[src/rtl/dlzt_pkg.sv]
// Package of timing constants, command codes and carriers for the DDR4 timing block.
package dlzt_pkg;

  // ==========================================================
  // Clock rate
  localparam int CLK_PERIOD_PS = 4000;

  // ==========================================================
  // Calibration and power saving counts, in clock cycles
  localparam logic [10:0] ZQ_INIT_NCK = 11'h400;
  localparam logic [10:0] ZQ_LONG_NCK = 11'h200;
  localparam logic [10:0] ZQ_SHORT_NCK = 11'h080;
  localparam logic [10:0] CPDED_NCK = 11'h004;
  localparam logic [10:0] MOD_NCK_DEF = 11'h018;

  // ==========================================================
  // Host-side waits kept here for reference
  localparam int EXIT_PAD_NS = 10;
  localparam int EXIT_PAD_NCK = (EXIT_PAD_NS * 1000 + CLK_PERIOD_PS - 1) / CLK_PERIOD_PS;
  localparam int CKSRX_NCK_MIN = 5;

  // ==========================================================
  // Decoded command types
  typedef enum logic [2:0] {
    DLZT_CMD_NOP = 3'h0,
    DLZT_CMD_ZQCL = 3'h1,
    DLZT_CMD_ZQCS = 3'h2,
    DLZT_CMD_MPSM = 3'h3,
    DLZT_CMD_OTHER = 3'h4
  } dlzt_cmd_t;

  // Command as it arrives from the controller.
  typedef struct packed {
    logic cke;
    logic cs_n;
    dlzt_cmd_t cmd;
  } dlzt_req_t;

  // Status presented back to the controller.
  typedef struct packed {
    logic cal_busy;
    logic init_cal;
    logic mpsm;
    logic cmd_path_off;
  } dlzt_stat_t;

endpackage

[src/rtl/dlzt_timer.sv]
// Device-side tracker of calibration and power saving timing.
// Behaviour
// - After the first CKE high following reset, long calibration runs at least 1024 cycles before results are used.
// - A long calibration command keeps the device busy at least 512 cycles.
// - A short calibration command keeps the device busy at least 128 cycles.
// - Power saving entry disables the command path after update plus disable delay.
// - The command-path disable delay is 4 cycles.
module dlzt_timer #(
  parameter logic [10:0] MOD_NCK = dlzt_pkg::MOD_NCK_DEF
) (
  // Clock and reset
  input wire logic clock,
  input wire logic rst,
  // Command from the controller
  input dlzt_pkg::dlzt_req_t req,
  // Status
  output dlzt_pkg::dlzt_stat_t stat
);

  // ==========================================================
  // Calibration state
  typedef enum logic [1:0] {
    DLZT_CAL_INIT = 2'b00,
    DLZT_CAL_IDLE = 2'b01,
    DLZT_CAL_BUSY = 2'b10
  } dlzt_cal_t;

  dlzt_cal_t cal_reg;
  logic [10:0] cal_cnt_reg;
  logic [10:0] mp_cnt_reg;
  logic mp_pend_reg;
  logic mpsm_reg;
  logic path_off_reg;
  logic cke_seen_reg;
  logic cke_last_reg;

  // Commands only count while the path is live and the chip is selected.
  wire logic live = req.cke && !req.cs_n && !path_off_reg;
  wire logic zql = live && (req.cmd == dlzt_pkg::DLZT_CMD_ZQCL);
  wire logic zqs = live && (req.cmd == dlzt_pkg::DLZT_CMD_ZQCS);
  wire logic mpe = live && (req.cmd == dlzt_pkg::DLZT_CMD_MPSM);
  // Exit is a rising CKE while in power saving; chip select must already be low.
  wire logic mpx = path_off_reg && req.cke && !cke_last_reg && !req.cs_n;

  // ==========================================================
  // Calibration timer. Initial calibration starts on the first CKE high
  // after reset, because the device cannot calibrate with CKE still low.
  always_ff @(posedge clock or posedge rst) begin
    if (rst) begin
      cal_reg <= DLZT_CAL_INIT;
      cal_cnt_reg <= 11'h000;
      cke_seen_reg <= 1'b0;
    end else begin
      unique case (cal_reg)
        DLZT_CAL_INIT: begin
          if (req.cke) begin
            cke_seen_reg <= 1'b1;
          end
          if (cke_seen_reg) begin
            if (cal_cnt_reg == dlzt_pkg::ZQ_INIT_NCK - 11'h001) begin
              cal_reg <= DLZT_CAL_IDLE;
              cal_cnt_reg <= 11'h000;
            end else begin
              cal_cnt_reg <= cal_cnt_reg + 11'h001;
            end
          end
        end
        DLZT_CAL_IDLE: begin
          if (zql) begin
            cal_reg <= DLZT_CAL_BUSY;
            cal_cnt_reg <= dlzt_pkg::ZQ_LONG_NCK - 11'h001;
          end else if (zqs) begin
            cal_reg <= DLZT_CAL_BUSY;
            cal_cnt_reg <= dlzt_pkg::ZQ_SHORT_NCK - 11'h001;
          end
        end
        DLZT_CAL_BUSY: begin
          // Commands arriving now are ignored; the controller must hold off.
          if (cal_cnt_reg == 11'h001) begin
            cal_reg <= DLZT_CAL_IDLE;
          end
          cal_cnt_reg <= cal_cnt_reg - 11'h001;
        end
        default: begin
          cal_reg <= DLZT_CAL_IDLE;
        end
      endcase
    end
  end

  // ==========================================================
  // Power saving entry and exit. The path stays open for the update delay
  // plus the fixed disable delay, so the entry command itself settles first.
  always_ff @(posedge clock or posedge rst) begin
    if (rst) begin
      mp_pend_reg <= 1'b0;
      mp_cnt_reg <= 11'h000;
      mpsm_reg <= 1'b0;
      path_off_reg <= 1'b0;
      cke_last_reg <= 1'b0;
    end else begin
      cke_last_reg <= req.cke;
      if (mpe && !mp_pend_reg) begin
        mp_pend_reg <= 1'b1;
        mpsm_reg <= 1'b1;
        mp_cnt_reg <= MOD_NCK + dlzt_pkg::CPDED_NCK - 11'h001;
      end else if (mp_pend_reg) begin
        if (mp_cnt_reg == 11'h001) begin
          mp_pend_reg <= 1'b0;
          path_off_reg <= 1'b1;
        end
        mp_cnt_reg <= mp_cnt_reg - 11'h001;
      end else if (mpx) begin
        path_off_reg <= 1'b0;
        mpsm_reg <= 1'b0;
      end
    end
  end

  // ==========================================================
  // Status outputs, each from a flip-flop.
  always_ff @(posedge clock or posedge rst) begin
    if (rst) begin
      stat <= '0;
    end else begin
      stat.cal_busy <= (cal_reg != DLZT_CAL_IDLE);
      stat.init_cal <= (cal_reg == DLZT_CAL_INIT);
      stat.mpsm <= mpsm_reg;
      stat.cmd_path_off <= path_off_reg;
    end
  end

  // ==========================================================
  // Checks
  // Check-only counters. They run apart from the working counters, so an
  // off-by-one in the working logic cannot hide inside the assertions.
  logic [10:0] chk_init_cnt_reg;
  logic [10:0] chk_busy_cnt_reg;
  logic [10:0] chk_mp_cnt_reg;
  logic chk_long_reg;

  always_ff @(posedge clock or posedge rst) begin
    if (rst) begin
      chk_init_cnt_reg <= 11'h000;
    end else if (cal_reg == DLZT_CAL_INIT && cke_seen_reg) begin
      chk_init_cnt_reg <= chk_init_cnt_reg + 11'h001;
    end
  end

  always_ff @(posedge clock or posedge rst) begin
    if (rst) begin
      chk_busy_cnt_reg <= 11'h000;
      chk_long_reg <= 1'b0;
    end else if (cal_reg == DLZT_CAL_IDLE && (zql || zqs)) begin
      chk_busy_cnt_reg <= 11'h001;
      chk_long_reg <= zql;
    end else if (cal_reg == DLZT_CAL_BUSY) begin
      chk_busy_cnt_reg <= chk_busy_cnt_reg + 11'h001;
    end
  end

  always_ff @(posedge clock or posedge rst) begin
    if (rst) begin
      chk_mp_cnt_reg <= 11'h000;
    end else if (mpe && !mp_pend_reg) begin
      chk_mp_cnt_reg <= 11'h001;
    end else if (mp_pend_reg) begin
      chk_mp_cnt_reg <= chk_mp_cnt_reg + 11'h001;
    end
  end
endmodule

[config.mk]
export PLATFORM = sky130hd
export DESIGN_NAME = dlzt_timer
export DESIGN_NICKNAME = d
export VERILOG_FILES = /design/src/rtl/dlzt_pkg.sv /design/src/rtl/dlzt_timer.sv
export SDC_FILE = /design/constraint.sdc
export NUM_CORES = 1
export LEC_CHECK = 0
export BUFFER_PORTS_ARGS = -buffer_cell sky130_fd_sc_hd__buf_2
export CAP_MARGIN = 10
export CORE_UTILIZATION = 65
export DETAILED_ROUTE_END_ITERATION = 7
export GPL_TIMING_DRIVEN = 0
export PLACE_DENSITY = 0.84
export SETUP_SLACK_MARGIN = 0.02
export SYNTH_ARGS = -nofsm -noshare
export SYNTH_HDL_FRONTEND = slang
export SYNTH_SLANG_ARGS = --single-unit
export TNS_END_PERCENT = 30
[constraint.sdc]
create_clock -name clock -period 4.05 [get_ports clock]
set_input_delay 0.405 -clock clock [delete_from_list [all_inputs] [get_ports clock]]
set_output_delay 0.405 -clock clock [all_outputs]
set_load 0.01 [all_outputs]
==> summary.md, run 1 <==
| Metric | Value |
|---|---|
| # setup viols final | 0 |
| Core Area | 0.00285 sq mm |
| CP Launch Type | flip-flop |
| ANT nets after route | 0 |
| Initial Util | a little over two thirds |
| WP buf/inv | 0 |
| Placed cell area | approximately 0.0021 sq mm |
| Peak fanout along the critical path | 8 |
| Worst reg-to-reg path cell count | 6 |
| DPL Wire Length | 3000 um |
| Post-synth EDFFs | 0 |
| Distinct cells, synth | between 60 and 70 |
| Final Wtd Congestion | 0.868 |
| Worst path required time | 4.28 ns |
| N_diodes | 0 |
| Share of layout cells above drive strength 1 | between 10% and 20% |
| Dpl ws | 1.90 ns |
| Antenna violations before repair | 0 |
| Die height | 57.7 um |
| Ys flop type | dfrtp_1 |
| Sequential area share after synthesis | 40.9% |
| Cell family with most CP delay | compound AO/OA/AOI/OAI gates |
| Setup ws final | 1.90 ns |
| Slowest-stage cell, CP | dfrtp_1 |
| Peak Freq | 466 MHz |
| Syn Area/Cell | 9.65 sq um |
| Most frequent cell after synthesis | dfrtp_1 |
| Drc violations | 1 |
| Largest net degree at the start of global routing | 34 |
| Overall Power | roughly 0.0015 W |
| Final instance area | 0.00221 sq mm |
| Crit path DAT | about 2.4 ns |
| Cts repair resizes | 0 |
| Post-synth top cells | dfrtp_1 (33), a21oi_1 (16), inv_1 (12), nand2_1 (12), nor2_1 (10) |
| CTS Buffer Depth | 2 |
| Gr ovfl total | 0 |
| Yosys top cell area share | about two fifths |
| WL per Instance | 17.0 um |
| Worst vdd ir | just under 0.0006 V |
| Yosys warning count | 0 |
| Nets | 243 |
| Critical path type | flip-flop to flip-flop |
| Max-cap violations | 0 |
| Worst min-delay path class | primary input to asynchronous set/reset pin |
| Detailed Routing Iterations Pass 1 | 7 |
| Clk sinks | 33 |
| Failing checks | design-rule violations |
| Synthesized flop and latch total | 33 |
| Vias in the first global route | between 1.5k and 2k |
| Top cell type by total area after synthesis | dfrtp_1 |
| Crit end category | flip-flop |
| Via-to-Cell Ratio | about 6.6 |
| Levels on crit path | 6 |
| Syn nets | 225 |
| Pleak | 0.949 nW |
| Die Wd | 57.7 um |
| TritonCTS clock tree | done |
| First-pass GRT wire length | just over 7000 um |
| Outcome | finished, violations left |
| Cts hold-fix bufs | 0 |
| Die ar. | about 0.0033 sq mm |
| Crit-path cells | ha_1 > nand4_1 > or3_1 > o21bai_2 > a21oi_1 > o32a_1 |
| Slew margin rel. | 56.2% |
| H-Tree Depth | 2 |
| Port Buf Inserts | 10 |
| Slew @ Worst Pin | 0.658 ns |
| CP peak stage delay | 0.49 ns |
| RSZ-0062 raised after global routing | no |
| Fin. max-slew vios | 0 |
| Post-synthesis instance total | 209 |
| Synth top area cells | dfrtp_1 (41%), ha_1 (5.6%), a21oi_1 (4.0%) |
| 1st-iter DRT viols | 158 |
| Global Route Usage Sum | 28.4% |
| # Post-CTS Setup Buffers | 0 |
| Post-synth ARST share | 100% |
| Tcrit/Tclk final | 53.0% |
| Power per cell area | 689 mW/mm^2 |
| Vias | 1705 |
| Root Driver | clkbuf_4 |
| Synthesized cell area | 0.00202 sq mm |
| Final setup TNS | 0 ns |
| Clk_skew | 0.00884 ns |
| Fillers | 214 |
| P&R area growth vs syn | 9.37% |
| Min Tclk post-route | 2.15 ns |
| Clock Latency Late Sink | 0.34 ns |
| IO Pins | 11 |
| Drt total wl | 4380 um |
| Core Util, Final | 77.3% |
| Clk slew on worst S/H paths | 0.11 ns |
| Hold Violations, Final | 0 |
| Std cell rows | 19 |
| Num CTS Buffers | 5 |
-- worst paths after layout --
check                                from        endpoint  slack, ns
max reg2reg                cal_cnt_reg[0]  cal_cnt_reg[2]       1.90
min reg2reg                      mpsm_reg         stat[1]       0.39
min in group clock                 req[4]    cke_last_reg       0.22
max in group asynchronous             rst  mp_cnt_reg[10]       3.55
max                        cal_cnt_reg[0]  cal_cnt_reg[2]       1.90
min                                   rst         stat[3]       0.05
-- metrics by stage --
step           hold WS, ns  cells
2_1_floorplan        0.354    209
3_3_place_gp         0.367    250
3_5_place_dp         0.367    250
4_1_cts              0.213    257
5_1_grt             0.0753    258
6_report            0.0530    258
-- cell type report --
cell class / count / area, sq um / share of cell area (%)
multi-input combinational: 153 / 1070 / 48.5
sequential: 33 / 826 / 37.4
timing repair buffer: 11 / 77.6 / 3.52
buffer: 11 / 76.3 / 3.46
inverter: 12 / 45.0 / 2.04
tap: 31 / 38.8 / 1.76
clock buffer: 5 / 37.5 / 1.70
clock inverter: 2 / 35.0 / 1.59
-- kinds of logic after synthesis --
group,after synthesis,share of synthesized area (%)
mux,2,0.993
buf+inv,23,6.02
xor+xnor,9,3.91
compound gates,63,21.7
fa+ha+maj,9,5.58
flops,33,40.9
simple gates,70,20.8
-- worst reg2reg max path: stages (launching register included) --
cell	delay, ns
dfrtp_1	0.49
ha_1	0.29
nand4_1	0.16
or3_1	0.37
o21bai_2	0.31
a21oi_1	0.09
o32a_1	0.34
-- power by group --
part	total (W)	switching, W	internal, W
combinational	0.000734	0.000418	0.000315
sequential	0.000545	0.0000994	0.000445
clock	0.000240	0.000115	0.000126
-- placed cells by master, fill, tap and decap left out, types with 3 or more instances in the layout --
cell type,netlist,routed
nor3_1,5,5
o22a_1,3,3
nand3_1,8,8
nand2_1,12,12
nor4_1,5,5
a2bb2oi_1,4,4
a21oi_1,16,16
ha_1,9,9
clkbuf_1,4,4
nor2_1,10,10
o22ai_1,3,3
clkbuf_4,1,6
inv_1,12,11
dfrtp_1,33,33
o31ai_1,3,3
buf_2,2,12
xor2_1,7,7
nand2b_1,3,3
o21ai_0,9,9
nand4_1,3,3
a31oi_1,3,3
nand4b_1,3,3
-- routing by layer --
metal | vias up | global-route usage (%) | wire length (um)
li1 | 809 | - | -
met1 | 794 | 42.0 | 1970
met2 | 93 | 40.9 | 1970
met3 | 9 | 6.03 | 386
met4 | 0 | 11.9 | 61
met5 | - | 0 | 0
No activity file was read; power rests on OpenSTA's default activity.
==> inputs of run 2 (changes only) <==
--- a/config.mk
+++ b/config.mk
@@ -7,10 +7,10 @@
 export LEC_CHECK = 0
 export BUFFER_PORTS_ARGS = -buffer_cell sky130_fd_sc_hd__buf_2
 export CAP_MARGIN = 10
-export CORE_UTILIZATION = 65
+export CORE_UTILIZATION = 54
 export DETAILED_ROUTE_END_ITERATION = 7
 export GPL_TIMING_DRIVEN = 0
-export PLACE_DENSITY = 0.84
+export PLACE_DENSITY = 0.75
 export SETUP_SLACK_MARGIN = 0.02
 export SYNTH_ARGS = -nofsm -noshare
 export SYNTH_HDL_FRONTEND = slang
==> constraint.sdc (replaced) <==
create_clock -name clock -period 1.87 [get_ports clock]
set_input_delay 0.187 -clock clock [delete_from_list [all_inputs] [get_ports clock]]
set_output_delay 0.187 -clock clock [all_outputs]
set_load 0.01 [all_outputs]
==> summary.md, run 2 (synthesis gave the netlist of run 1 again) <==
| Metric | Value |
|---|---|
| Outcome | finished, violations left |
| Failing checks | negative hold slack, negative setup slack |
| ANT nets after route | 0 |
| Crit end category | flip-flop |
| Die Wd | 63.1 um |
| Via-to-Cell Ratio | 6.25 |
| Fin. max-slew vios | 0 |
| Peak Freq | 516 MHz |
| Largest net degree at the start of global routing | 34 |
| Die ar. | 0.00398 sq mm |
| Most frequent cells in the layout | dfrtp_1 (31), a21oi_1 (15), nand2_1 (12), buf_2 (12), inv_1 (10) |
| Cts hold-fix bufs | 0 |
| CP Launch Type | flip-flop |
| Crit path DAT | 2.16 ns |
| Worst path required time | roughly 2.1 ns |
| Global Route Usage Sum | 25.3% |
| Nets | 247 |
| Hold slack | -0.00161 ns |
| Slew margin rel. | 53.4% |
| Detailed Routing Iterations Pass 1 | 5 |
| Clk slew on worst S/H paths | 0.07 ns |
| Initial Util | 58.2% |
| Std cell rows | 21 |
| Worst min-delay path class | primary input to asynchronous set/reset pin |
| Tcrit/Tclk final | 104% |
| Peak fanout along the critical path | 7 |
| Clk sinks | 33 |
| WL per Instance | 16.9 um |
| Share of layout cells above drive strength 1 | 26.4% |
| Clk_skew | approximately 0.0064 ns |
| CP peak stage delay | 0.55 ns |
| Crit-path cells | buf_2 > or4_4 > or4_1 > o31ai_1 > nand3_1 > o21ai_1 |
| Drc violations | 0 |
| Die height | 63.1 um |
| Slowest-stage cell, CP | or4_4 |
| 1st-iter DRT viols | 131 |
| Drt total wl | 4690 um |
| TritonCTS clock tree | done |
| Pleak | approximately 0.99 nW |
| Hold Violations, Final | 3 |
| IO Pins | 11 |
| N_diodes | 0 |
| Power per cell area | 1540 mW/mm^2 |
| Final Wtd Congestion | between 0.8 and 0.9 |
| Max-cap violations | 0 |
| Dpl ws | -0.244 ns |
| Min Tclk post-route | 1.94 ns |
| Worst vdd ir | 0.000833 V |
| Gr ovfl total | 0 |
| FF/Latch Area | 828 sq um |
| Clock Latency Late Sink | 0.29 ns |
| Antenna violations before repair | 0 |
| Num CTS Buffers | 5 |
| Vias | between 1.5k and 2k |
| Critical path type | flip-flop to flip-flop |
| Root Driver | clkbuf_8 |
| RSZ-0062 raised after global routing | yes |
| Multi-input gate area | 0.00118 sq mm |
| Fillers | 284 |
| CTS Buffer Depth | 2 |
| Vias in the first global route | 1630 |
| DPL Wire Length | 3080 um |
| Slew @ Worst Pin | 0.697 ns |
| Port Buf Inserts | 10 |
| Core Area | approximately 0.0035 sq mm |
| # setup viols final | 2 |
| First-pass GRT wire length | between 7000 and 8000 um |
| Setup ws final | -0.0678 ns |
| Commonest non-fill, non-tap cell in the layout | dfrtp_1 |
| P&R area growth vs syn | 17.8% |
| H-Tree Depth | 2 |
-- run 2: metal layers --
layer / vias to the layer above / part of all wire, % / GRT usage, %
met5: - / 0 / 0
met4: 0 / 1.6 / 9.01
met3: 7 / 4.3 / 4.35
met2: 41 / 47 / 38.7
met1: 859 / 47 / 36.0
li1: 824 / - / -
-- run 2: stage by stage --
step / std cells / total power (W) / cell area [sq um] / setup TNS, ns / util, %
after floorplan: 209 / 0.00236 / 2020 / 0 / -
after global placement: 265 / 0.00264 / 2120 / -1.30 / 61.3
after detailed placement: 265 / 0.00272 / 2120 / -1.91 / 61.3
after CTS: 276 / 0.00352 / 2310 / -0.113 / 66.7
after global routing: 277 / 0.00389 / 2380 / -0.590 / 68.5
final: 277 / 0.00367 / 2380 / -0.112 / 68.5
-- run 2: cell type report --
class / instances / share of cell area, %
Clock inverter: 2 / 1.47
Sequential cell: 33 / 34.9
Timing Repair Buffer: 15 / 3.69
Multi-Input combinational cell: 153 / 49.5
Inverter: 12 / 1.90
Clock buffer: 5 / 2.90
Buffer: 11 / 3.26
Tap cell: 46 / 2.42
-- run 2: power breakdown --
group | switching, W | leakage, nW | internal (W)
registers | 0.000218 | 0.390 | 0.000971
clock network | 0.000277 | 0.0540 | 0.000387
logic | 0.00100 | 0.544 | 0.000814
-- run 2: what timing repair did --
item	in CTS	in global routing
pin swaps	2	5
gates resized for setup	13	14
setup endpoints to repair	13	13
buffers inserted	4	1
-- run 2: worst paths after layout --
check / start / endpoint / slack, ns / cells past startpoint
min in group clock: req[4] / cke_last_reg / 0.05 / 1
max: cal_cnt_reg[7] / cal_cnt_reg[9] / -0.07 / 6
min reg2reg: mpsm_reg / stat[1] / 0.39 / 0
min: rst / cal_cnt_reg[8] / -0.002 / 2
max reg2reg: cal_cnt_reg[7] / cal_cnt_reg[9] / -0.07 / 6
max in group asynchronous: rst / cal_cnt_reg[1] / 1.37 / 2
-- run 2: critical path, delay by kind of cell (launching register included) --
family	cells	cell delay, ns
AND/OR/NAND/NOR	3	1.16
flip-flops	1	0.36
buffers and inverters	1	0.18
AO/OA/AOI/OAI	2	0.17
